`src/adcc_pkg.sv`:
```
// Constants, bit positions and types shared by the converter control logic
//==========================================================================
package adcc_pkg;

  //==========================================================================
  // Register indices; byte address is four times the index
  localparam logic [7:0] ADCC_IDX_RESULT_LOW  = 8'h78;
  localparam logic [7:0] ADCC_IDX_RESULT_HIGH = 8'h79;
  localparam logic [7:0] ADCC_IDX_CTRL_STATUS = 8'h7A;
  localparam logic [7:0] ADCC_IDX_CHAN_REF    = 8'h7C;
  localparam logic [7:0] ADCC_IDX_TRIG_SEL    = 8'h7D;

  //==========================================================================
  // Field positions
  localparam int ADCC_CS_EN_BIT    = 7;
  localparam int ADCC_CS_START_BIT = 6;
  localparam int ADCC_CS_ATE_BIT   = 5;
  localparam int ADCC_CS_FLAG_BIT  = 4;
  localparam int ADCC_CS_IE_BIT    = 3;
  localparam int ADCC_CS_DIV_LSB   = 0;
  localparam int ADCC_CR_REF_LSB   = 6;
  localparam int ADCC_CR_ADJ_BIT   = 5;
  localparam int ADCC_CR_CHAN_LSB  = 0;

  //==========================================================================
  // Reset values
  localparam logic [7:0] ADCC_CTRL_STATUS_RST = 8'h00;
  localparam logic [7:0] ADCC_CHAN_REF_RST    = 8'h00;
  localparam logic [9:0] ADCC_CODE_MIN        = 10'h000;
  localparam logic [9:0] ADCC_CODE_MAX        = 10'h3FF;

  //==========================================================================
  // Channel and reference encodings
  localparam logic [3:0] ADCC_CHAN_SENSOR  = 4'h8;
  localparam logic [3:0] ADCC_CHAN_BANDGAP = 4'hE;
  localparam logic [3:0] ADCC_CHAN_GROUND  = 4'hF;
  localparam logic [1:0] ADCC_REF_EXTERNAL = 2'h0;
  localparam logic [1:0] ADCC_REF_SUPPLY   = 2'h1;
  localparam logic [1:0] ADCC_REF_BANDGAP  = 2'h3;
  localparam logic [2:0] ADCC_TRIG_FREE    = 3'h0;

  //==========================================================================
  // Conversion lengths in converter clock cycles
  localparam logic [4:0] ADCC_FIRST_CYCLES  = 5'h19;
  localparam logic [4:0] ADCC_NORMAL_CYCLES = 5'h0D;

  // Converter sequencer states
  typedef enum logic {
    ADCC_IDLE,
    ADCC_CONV
  } adcc_state_t;

endpackage : adcc_pkg

```
`src/adcc_conv_if.sv`:
```
// Link between the register front end and the converter core model
`timescale 1ns/10ps
`default_nettype none
interface adcc_conv_if;
  logic       start;      // Start pulse
  logic       first;      // Start is an initialising conversion
  logic       enable;     // Converter powered
  logic [2:0] div;        // Prescaler code
  logic [3:0] chan_req;   // Channel asked by software
  logic [1:0] ref_req;    // Reference asked by software
  logic [9:0] sample;     // Analog code presented to the core
  logic       busy;       // Conversion running
  logic       done;       // Completion pulse
  logic [9:0] code;       // Converted code
  logic [3:0] chan;       // Channel held at the converter
  logic [1:0] refsel;     // Reference held at the converter
  logic       sensor_en;  // Temperature sensor enabled
  logic [2:0] ref_onehot; // External, supply, bandgap

  modport ctrl (output start, first, enable, div, chan_req, ref_req, sample,
                input busy, done, code, chan, refsel, sensor_en, ref_onehot);
  modport core (input start, first, enable, div, chan_req, ref_req, sample,
                output busy, done, code, chan, refsel, sensor_en, ref_onehot);
endinterface : adcc_conv_if
`default_nettype wire

```
`src/adcc_top.sv`:
```
// Converter control registers with an AHB-Lite slave front end
//
// Our own choice: the AHB-Lite register port.
`timescale 1ns/10ps
`default_nettype none
module adcc_top (
  // Clock and reset
  input  wire logic        hclk,
  input  wire logic        hresetn,
  // AHB-Lite slave
  input  wire logic        hsel,
  input  wire logic [31:0] haddr,
  input  wire logic [1:0]  htrans,
  input  wire logic        hwrite,
  input  wire logic [2:0]  hsize,
  input  wire logic [31:0] hwdata,
  input  wire logic        hready,
  output logic             hreadyout,
  output logic [31:0]      hrdata,
  output logic             hresp,
  // Analog side
  input  wire logic [9:0]  analog_code_in,
  output logic [3:0]       analog_channel,
  output logic [1:0]       analog_reference,
  output logic [2:0]       reference_switch,
  output logic             sensor_enable,
  output logic             converter_power,
  // Trigger sources for codes 1 to 7
  input  wire logic [6:0]  trigger_in,
  // Processor interrupt side
  input  wire logic        global_irq_enable,
  input  wire logic        irq_vector_ack,
  output logic             conversion_irq
);
  import adcc_pkg::*;

  //==========================================================================
  // Declarations
  adcc_conv_if conv ();        // Link to the core model

  // Bus pipeline state
  // One transfer in flight at most
  logic        dph_valid_r;    // Data phase pending
  logic        dph_write_r;    // Pending transfer is a write
  logic [7:0]  dph_idx_r;      // Register index of pending transfer
  logic        dph_map_r;      // Address lies in the map
  logic        hreadyout_r;    // Ready towards the bus
  logic [31:0] hrdata_r;       // Read data
  logic        hresp_r;        // Always OKAY

  // Control and status fields
  logic        en_r;           // Converter enable
  logic        ate_r;          // Auto trigger enable
  logic        flag_r;         // Conversion done flag
  logic        ie_r;           // Conversion interrupt enable
  logic [2:0]  div_r;          // Clock divider select

  // Channel, reference and trigger fields
  logic [1:0]  ref_sel_r;      // Reference select
  logic        adj_r;          // Left adjust
  logic [3:0]  chan_sel_r;     // Channel select
  logic [2:0]  trig_sel_r;     // Trigger source select

  // Conversion bookkeeping
  logic [9:0]  result_r;       // Stored result
  logic        lock_r;         // Result frozen after low read
  logic        first_pend_r;   // Next start initialises
  logic        start_r;        // Start pulse to core
  logic        first_r;        // First flag alongside start
  logic        trig_prev_r;    // Trigger level last cycle
  logic        irq_r;          // Interrupt request
  logic        power_r;        // Power output copy

  //==========================================================================
  // Address phase decode
  // Low kilobyte, word aligned
  wire         aph_take = hsel & hready & htrans[1];
  wire         aph_map  = (haddr[31:10] == 22'h000000) & (haddr[1:0] == 2'h0);

  // Data phase: the wait cycle does the work
  // Writes and read loads land at the wait edge
  wire         act_cyc  = dph_valid_r & ~hreadyout_r;
  wire         wr_cyc   = act_cyc & dph_write_r & dph_map_r;
  wire         rd_cyc   = act_cyc & ~dph_write_r;
  wire [7:0]   wdat     = hwdata[7:0];

  // Register selects
  // Result bytes ignore writes
  wire         wr_cs    = wr_cyc & (dph_idx_r == ADCC_IDX_CTRL_STATUS);
  wire         wr_cr    = wr_cyc & (dph_idx_r == ADCC_IDX_CHAN_REF);
  wire         wr_trig  = wr_cyc & (dph_idx_r == ADCC_IDX_TRIG_SEL);
  wire         rd_low   = rd_cyc & dph_map_r & (dph_idx_r == ADCC_IDX_RESULT_LOW);
  wire         rd_high  = rd_cyc & dph_map_r & (dph_idx_r == ADCC_IDX_RESULT_HIGH);

  //==========================================================================
  // Enable and start decisions
  // Starts refused while busy or pending
  wire         en_nxt   = wr_cs ? wdat[ADCC_CS_EN_BIT] : en_r;
  // Rise marks an initialising start
  wire         en_rise  = en_nxt & ~en_r;
  wire         wr_start = wr_cs & wdat[ADCC_CS_START_BIT];

  wire         trig_lvl = (trig_sel_r == ADCC_TRIG_FREE) ? 1'b0 :
                          trigger_in[3'(trig_sel_r - 3'h1)];
  wire         trig_edge = trig_lvl & ~trig_prev_r;
  // Edges while busy are dropped
  wire         auto_go   = en_r & ate_r & trig_edge;
  // Free run restarts on done
  // free running restart
  wire         free_go   = en_r & ate_r & (trig_sel_r == ADCC_TRIG_FREE) & conv.done;
  wire         start_nxt = (wr_start | auto_go | free_go) & en_nxt & ~conv.busy & ~start_r;

  //==========================================================================
  // Flag set and clear terms
  // vector or written one
  wire         flag_clr = (wr_cs & wdat[ADCC_CS_FLAG_BIT]) | irq_vector_ack;
  wire         flag_nxt = conv.done | (flag_r & ~flag_clr);

  //==========================================================================
  // Read views
  // Built from stored fields
  // start bit shows busy
  wire         busy_rd  = conv.busy | start_r;
  wire [7:0]   cs_rd    = {en_r, busy_rd, ate_r, flag_r, ie_r, div_r};
  wire [7:0]   cr_rd    = {ref_sel_r, adj_r, 1'b0, chan_sel_r};
  wire [7:0]   trig_rd  = {5'h00, trig_sel_r};
  wire [7:0]   low_rd   = adj_r ? {result_r[1:0], 6'h00} : result_r[7:0];
  wire [7:0]   high_rd  = adj_r ? result_r[9:2] : {6'h00, result_r[9:8]};

  // Byte returned for the pending index, zero when unmapped
  wire [7:0]   rd_byte  = !dph_map_r                            ? 8'h00   :
                          (dph_idx_r == ADCC_IDX_CTRL_STATUS)   ? cs_rd   :
                          (dph_idx_r == ADCC_IDX_CHAN_REF)      ? cr_rd   :
                          (dph_idx_r == ADCC_IDX_TRIG_SEL)      ? trig_rd :
                          (dph_idx_r == ADCC_IDX_RESULT_LOW)    ? low_rd  :
                          (dph_idx_r == ADCC_IDX_RESULT_HIGH)   ? high_rd :
                                                                  8'h00;

  //==========================================================================
  // Bus pipeline: capture address phase
  // Taken only while the bus is ready
  always_ff @(posedge hclk or negedge hresetn) begin
    if (!hresetn) begin
      // Nothing pending
      dph_valid_r <= 1'b0;
      dph_write_r <= 1'b0;
      dph_idx_r   <= 8'h00;
      dph_map_r   <= 1'b0;
    end else if (aph_take) begin
      // Latch the transfer
      dph_valid_r <= 1'b1;
      dph_write_r <= hwrite;
      dph_idx_r   <= haddr[9:2];
      dph_map_r   <= aph_map;
    end else if (act_cyc) begin
      // Data phase served
      dph_valid_r <= 1'b0;
    end
  end

  // One wait state per transfer, then ready with data
  // Read data holds until the next read
  always_ff @(posedge hclk or negedge hresetn) begin
    if (!hresetn) begin
      // Ready out of reset
      hreadyout_r <= 1'b1;
      hrdata_r    <= 32'h00000000;
      hresp_r     <= 1'b0;
    end else begin
      // Never an error
      hresp_r <= 1'b0;

      if (aph_take) begin
        // Insert the wait
        hreadyout_r <= 1'b0;
      end else if (act_cyc) begin
        // Release the bus
        hreadyout_r <= 1'b1;
      end
      // Load read byte
      if (rd_cyc) begin
        hrdata_r <= {24'h000000, rd_byte};
      end
    end
  end

  //==========================================================================
  // Control and status register
  // Start bit not stored; it reads busy
  always_ff @(posedge hclk or negedge hresetn) begin
    if (!hresetn) begin
      // All fields clear
      en_r   <= ADCC_CTRL_STATUS_RST[ADCC_CS_EN_BIT];
      ate_r  <= ADCC_CTRL_STATUS_RST[ADCC_CS_ATE_BIT];
      ie_r   <= ADCC_CTRL_STATUS_RST[ADCC_CS_IE_BIT];
      div_r  <= ADCC_CTRL_STATUS_RST[ADCC_CS_DIV_LSB +: 3];
      flag_r <= ADCC_CTRL_STATUS_RST[ADCC_CS_FLAG_BIT];
    end else begin
      en_r   <= en_nxt;
      // Set and clear resolved
      flag_r <= flag_nxt;

      // Plain fields
      if (wr_cs) begin
        ate_r <= wdat[ADCC_CS_ATE_BIT];
        ie_r  <= wdat[ADCC_CS_IE_BIT];
        div_r <= wdat[ADCC_CS_DIV_LSB +: 3];
      end
    end
  end

  // Channel, reference and trigger select registers
  // Bit four is not stored
  always_ff @(posedge hclk or negedge hresetn) begin
    if (!hresetn) begin
      // All selections clear
      ref_sel_r  <= ADCC_CHAN_REF_RST[ADCC_CR_REF_LSB +: 2];
      adj_r      <= ADCC_CHAN_REF_RST[ADCC_CR_ADJ_BIT];
      chan_sel_r <= ADCC_CHAN_REF_RST[ADCC_CR_CHAN_LSB +: 4];
      trig_sel_r <= ADCC_TRIG_FREE;
    end else begin
      // Selection byte
      if (wr_cr) begin
        ref_sel_r  <= wdat[ADCC_CR_REF_LSB +: 2];
        adj_r      <= wdat[ADCC_CR_ADJ_BIT];
        chan_sel_r <= wdat[ADCC_CR_CHAN_LSB +: 4];
      end

      // Trigger source byte
      if (wr_trig) begin
        trig_sel_r <= wdat[2:0];
      end
    end
  end

  //==========================================================================
  // Start pulse and initialisation tracking
  // Start lasts one cycle, then busy
  always_ff @(posedge hclk or negedge hresetn) begin
    if (!hresetn) begin
      // No start pending
      start_r      <= 1'b0;
      first_r      <= 1'b0;
      first_pend_r <= 1'b0;
      trig_prev_r  <= 1'b0;
    end else begin
      // Pulse to the core
      start_r     <= start_nxt;
      // Level for edge detection
      trig_prev_r <= trig_lvl;

      // Length chosen with the start
      if (start_nxt) begin
        first_r <= first_pend_r | en_rise;
      end

      if (!en_nxt) begin
        // Disabled
        first_pend_r <= 1'b0;
      end else if (en_rise) begin
        // Freshly enabled
        first_pend_r <= 1'b1;
      end else if (start_r) begin
        // Initialising start used
        first_pend_r <= 1'b0;
      end
    end
  end

  //==========================================================================
  // Result store with two-byte read freeze
  // A result ending under freeze is lost
  always_ff @(posedge hclk or negedge hresetn) begin
    if (!hresetn) begin
      // Code zero, no freeze
      result_r <= ADCC_CODE_MIN;
      lock_r   <= 1'b0;
    end else begin
      if (conv.done && !lock_r) begin
        result_r <= conv.code;
      end

      if (rd_low) begin
        // Low byte read
        lock_r <= 1'b1;
      end else if (rd_high) begin
        // High byte releases
        lock_r <= 1'b0;
      end
    end
  end

  //==========================================================================
  // Interrupt request and power output
  // Both registered for clean outputs
  always_ff @(posedge hclk or negedge hresetn) begin
    if (!hresetn) begin
      // Quiet after reset
      irq_r   <= 1'b0;
      power_r <= 1'b0;
    end else begin
      irq_r   <= flag_r & ie_r & global_irq_enable;

      // Copy of the enable bit
      power_r <= en_nxt;
    end
  end

  //==========================================================================
  // Core model and its link
  // Core holds selection while busy
  assign conv.start    = start_r;
  assign conv.first    = first_r;
  assign conv.enable   = en_r;
  assign conv.div      = div_r;
  assign conv.chan_req = chan_sel_r;
  assign conv.ref_req  = ref_sel_r;
  assign conv.sample   = analog_code_in;

  adcc_core u_core (
    .hclk    (hclk),
    .hresetn (hresetn),
    .conv    (conv)
  );

  //==========================================================================
  // Outputs
  // Bus side
  assign hreadyout        = hreadyout_r;
  assign hrdata           = hrdata_r;
  assign hresp            = hresp_r;
  // Analog side
  assign analog_channel   = conv.chan;
  assign analog_reference = conv.refsel;
  assign reference_switch = conv.ref_onehot;
  assign sensor_enable    = conv.sensor_en;
  // Power and interrupt
  assign converter_power  = power_r;
  assign conversion_irq   = irq_r;

endmodule : adcc_top
`default_nettype wire

```
`src/adcc_core.sv`:
```
// Converter core model: prescaler, conversion timing and selection hold
`timescale 1ns/10ps
`default_nettype none
module adcc_core (
  // Clock and reset
  input wire logic hclk,
  input wire logic hresetn,
  // Front end link
  adcc_conv_if.core conv
);
  import adcc_pkg::*;

  //==========================================================================
  // Prescaler, sequencer and selection registers
  logic [6:0]  pre_cnt_r;   // Divider count
  logic [6:0]  pre_lim;     // Terminal count
  logic        tick;        // One converter clock
  adcc_state_t state_r;     // Sequencer state
  logic [4:0]  cyc_left_r;  // Converter cycles remaining
  logic        done_r;      // Completion pulse
  logic [9:0]  code_r;      // Captured code
  logic [3:0]  chan_r;      // Held channel
  logic [1:0]  ref_r;       // Held reference
  logic        sensor_r;    // Sensor enable
  logic [2:0]  ref_oh_r;    // Reference switches

  // Codes 0 and 1 divide by two, then doubling
  assign pre_lim = (conv.div <= 3'h1) ? 7'h01 : 7'((8'h01 << conv.div) - 8'h01);
  assign tick    = (pre_cnt_r >= pre_lim);

  // Divider runs only while powered
  // prescaler divide
  always_ff @(posedge hclk or negedge hresetn) begin
    if (!hresetn) begin
      pre_cnt_r <= 7'h00;
    end else if (!conv.enable || tick) begin
      pre_cnt_r <= 7'h00;
    end else begin
      pre_cnt_r <= pre_cnt_r + 7'h01;
    end
  end

  //==========================================================================
  // Conversion sequencer
  always_ff @(posedge hclk or negedge hresetn) begin
    if (!hresetn) begin
      state_r    <= ADCC_IDLE;
      cyc_left_r <= 5'h00;
      done_r     <= 1'b0;
      code_r     <= ADCC_CODE_MIN;
    end else if (!conv.enable) begin
      state_r    <= ADCC_IDLE;
      cyc_left_r <= 5'h00;
      done_r     <= 1'b0;
    end else begin
      done_r <= 1'b0;
      case (state_r)
        ADCC_IDLE: begin
          if (conv.start) begin
            state_r    <= ADCC_CONV;
            cyc_left_r <= conv.first ? ADCC_FIRST_CYCLES : ADCC_NORMAL_CYCLES;
          end
        end
        ADCC_CONV: begin
          if (tick && (cyc_left_r == 5'h01)) begin
            state_r <= ADCC_IDLE;
            done_r  <= 1'b1;
            code_r  <= conv.sample;
          end else if (tick) begin
            cyc_left_r <= cyc_left_r - 5'h01;
          end
        end
        default: begin
          state_r <= ADCC_IDLE;
        end
      endcase
    end
  end

  //==========================================================================
  // Selection follows software only while idle
  always_ff @(posedge hclk or negedge hresetn) begin
    if (!hresetn) begin
      chan_r   <= 4'h0;
      ref_r    <= 2'h0;
      sensor_r <= 1'b0;
      ref_oh_r <= 3'h0;
    end else if (state_r == ADCC_IDLE) begin
      chan_r   <= conv.chan_req;
      ref_r    <= conv.ref_req;
      sensor_r <= (conv.chan_req == ADCC_CHAN_SENSOR);
      ref_oh_r <= {conv.ref_req == ADCC_REF_BANDGAP, conv.ref_req == ADCC_REF_SUPPLY,
                   conv.ref_req == ADCC_REF_EXTERNAL};
    end
  end

  assign conv.busy       = (state_r == ADCC_CONV);
  assign conv.done       = done_r;
  assign conv.code       = code_r;
  assign conv.chan       = chan_r;
  assign conv.refsel     = ref_r;
  assign conv.sensor_en  = sensor_r;
  assign conv.ref_onehot = ref_oh_r;

endmodule : adcc_core
`default_nettype wire

```
`config.mk`:
```
export PLATFORM = sky130hd
export DESIGN_NAME = adcc_top
export DESIGN_NICKNAME = d
export VERILOG_FILES = /design/src/adcc_pkg.sv /design/src/adcc_conv_if.sv /design/src/adcc_top.sv /design/src/adcc_core.sv
export SDC_FILE = /design/constraint.sdc
export NUM_CORES = 1
export LEC_CHECK = 0
export BUFFER_PORTS_ARGS = -buffer_cell sky130_fd_sc_hd__buf_4
export CAP_MARGIN = 20
export CELL_PAD_IN_SITES_DETAIL_PLACEMENT = 1
export CELL_PAD_IN_SITES_GLOBAL_PLACEMENT = 1
export CORE_MARGIN = 2
export CORE_UTILIZATION = 39
export DETAILED_ROUTE_END_ITERATION = 6
export PLACE_DENSITY = 0.82
export RECOVER_POWER = 25
export SLEW_MARGIN = 25
export SYNTH_ARGS = -nofsm -noshare
export SYNTH_HDL_FRONTEND = slang
export SYNTH_SLANG_ARGS = --single-unit
```
`constraint.sdc`:
```
create_clock -name hclk -period 4.6 [get_ports hclk]
set_clock_uncertainty 0.15 [all_clocks]
set_input_delay 0.23 -clock hclk [delete_from_list [all_inputs] [get_ports hclk]]
set_output_delay 0.23 -clock hclk [all_outputs]
set_load 0.05 [all_outputs]
```
==> out/qor.txt <==
status -> finished, violations left
failing checks -> capacitance limit, slew limit
vias per inst -> 5.21
Yosys top cell area share -> 47.6%
initial core utilization -> 39.8%
DRT Wirelength -> 12.3 mm
endpoints failing setup -> 0
first-pass GRT wire length -> 20.0 mm
Final Power -> 1900 uW
leakage -> 0.00270 uW
cts hold-fix bufs -> 26
worst-margin pin slew -> 2.18 ns
Peak VDD IR -> 0.161 mV
Final Cycle Share -> 77.8%
Syn. warnings -> 0
GRT Total Usage -> 20.2%
Yosys reg bits -> 87
Synth area leaders -> dfrtp_1, mux2_2, buf_4
largest net degree at the start of global routing -> 88
Placer Congestion -> 0.797
fraction of registers with async set or reset after synthesis -> 100%
unrepaired setup endpoints after global routing -> no
CP startpoint kind -> flip-flop
Max-Cap Viols -> 1
number of synthesized flops with an enable pin -> 0
DR pass1 iterations -> 4
setup tns final -> 0 ns
clock sink total -> 87
root buffer cell -> clkbuf_16
nets@finish -> 635
CTS Buffer Depth -> 2
f_max -> 279 MHz
DR iter-0 viols -> 136
post-route cell area -> 5730 um2
number of top-level pins -> 139
cell taking the most area after synthesis -> dfrtp_1
wire per inst -> 18.2 um
# DRC -> 0
die area -> 12500 um2
Ant. Diodes -> 0
Die Ht -> 112 um
Mapped Cells -> 427
CTS tree -> built
clock-pin slew on the worst setup and hold paths -> 0.07 ns
nature of the critical path endpoint -> flip-flop
met1 Usage GRT -> 23.9%
Area Growth Syn to Fin -> 26.6%
CTS buffer count -> 9
crit path DAT -> 3.64 ns
GRT Residual Overflow -> 0
# port buffers -> 85
Mean Syn Cell Area -> 10.6 um2
H-Tree Depth -> 3
min Tclk post-route -> 3.58 ns
Core ar. -> 11400 um2
Setup Crit Path Kind -> flip-flop to flip-flop
pwr dens -> 333 nW/um2
synthesized cell area -> 4520 um2
share of cells above drive strength 1 -> 27.9%
CP max FO -> 11
Netlist cell types -> 56
worst path required time -> 4.66 ns
vias -> 3529
Die W -> 112 um
Slew Viols, Final -> 88
final hold vios -> 0
Hold WC Path Type -> input pin to flip-flop
antenna-violating nets left -> 0
M2 GR Usage -> 38.1%
vias in the first global route -> 3864
routing usage on met3 -> 3.54%
most frequent cell after synthesis -> dfrtp_1
row count -> 39
pre-CTS setup slack -> 1.08 ns
initial antenna violation count -> 0
post-DP HPWL -> 8.45 mm
main flop type after synthesis -> dfrtp_1
top post-synthesis cells by count -> dfrtp_1, nand2_1, mux2_2, buf_4, nor2_1
post-route setup slack -> 1.02 ns
most used routing layer -> met2
placed instance area -> 5160 um2
post-layout util -> 50.4%
sequential fraction of the synthesis area -> 48.1%
Worst slew margin -> -45.0%
Clock Latency Late Sink -> 0.34 ns
post-CTS setup buffers -> 0
post_cts resized -> 0
-- cells by family (layout without fill, tap and decap cells) --
kind of cell / count (synthesis) / count (layout) / synth area share, %
AOI/OAI and AO/OA: 75 / 75 / 11.0
other: 2 / 26 / 0.166
xor gates and xnor gates: 7 / 7 / 1.36
muxes: 56 / 56 / 14.0
and+or+nand+nor: 128 / 128 / 14.5
DFF: 87 / 87 / 48.1
adders and majority gates: 13 / 13 / 3.60
buffers and inverters: 59 / 142 / 7.33
-- stage by stage --
step	hold slack [ns]	std cells
2_1_floorplan	-0.216	451
3_3_place_gp	0.313	635
3_5_place_dp	0.199	635
4_1_cts	0.00186	677
5_1_grt	0.00444	677
6_report	0.00995	677
-- cell usage in the layout, fill, tap and decap left out, types with 4 or more instances in the layout --
master and n:
a21oi_1 15, nor4_1 7, mux2i_1 8, a31oi_1 7, nand2b_1 5, o31ai_1 5
buf_4 74, o21ai_0 22, ha_1 13, conb_1 26, nand2_1 48, mux2_2 47
dlygate4sd3_1 26, dfrtp_1 86, nor2b_1 7, nand3_1 11, inv_1 14, clkbuf_16 9
nand3b_1 5, xnor2_1 4, nor2_1 23, clkbuf_1 9
-- registers in the layout (all words and copies together) (netlist names), 2 cells and up --
| name | cells |
|---|---|
| result_r | 10 |
| u_core.conv.code | 10 |
| dph_idx_r | 8 |
| hrdata | 8 |
| u_core.pre_cnt_r | 7 |
| u_core.cyc_left_r | 5 |
| chan_sel_r | 4 |
| u_core.conv.chan | 4 |
| conv.div | 3 |
| trig_sel_r | 3 |
| u_core.conv.ref_onehot | 3 |
| conv.ref_req | 2 |
| u_core.conv.refsel | 2 |
-- area by class of cell --
| class | instances | area (um2) |
|---|---|---|
| clock buffer | 10 | 229 |
| clock inverter | 6 | 110 |
| fill | 1238 | 5640 |
| inverter | 14 | 52.6 |
| multi-input combinational | 305 | 2100 |
| sequential | 87 | 2180 |
| tap | 143 | 179 |
| timing repair buffer | 112 | 873 |
-- metal layers --
layer	part of all wire (%)	wire, um	up-vias
met1	41	5050	1786
met3	2.7	330	13
met4	1.1	133	0
met5	0	0	-
li1	-	-	1666
met2	55	6780	64
-- path summary, 6_finish.rpt --
| check | startpoint | to | slack (ns) | cells past startpoint |
|---|---|---|---|---|
| max | conv.div[2] | u_core.conv.code[6] | 1.02 | 12 |
| min | haddr[20] | dph_map_r | 0.01 | 4 |
| max reg2reg | conv.div[2] | u_core.conv.code[6] | 1.02 | 12 |
| min reg2reg | u_core.pre_cnt_r[0] | u_core.pre_cnt_r[0] | 0.33 | 1 |
| max in group asynchronous | hresetn | conv.div[0] | 2.11 | 2 |
| min in group asynchronous | hresetn | dph_idx_r[7] | 0.90 | 2 |
-- critical path, cell delays in order, from the launching register on --
cell	delay, ns
dfrtp_1	0.49
or3_1	0.42
ha_1	0.26
nor4b_1	0.31
a21oi_1	0.07
ha_1	0.29
a21oi_1	0.12
o21ai_0	0.09
a21oi_1	0.14
buf_4	0.19
nor2_1	0.08
nand2_1	0.42
mux2_2	0.42
-- power breakdown --
part | switching, uW | internal [uW]
logic | 135 | 103
clock network | 303 | 530
registers | 46.8 | 787
Power figures use the tool's default switching activity.
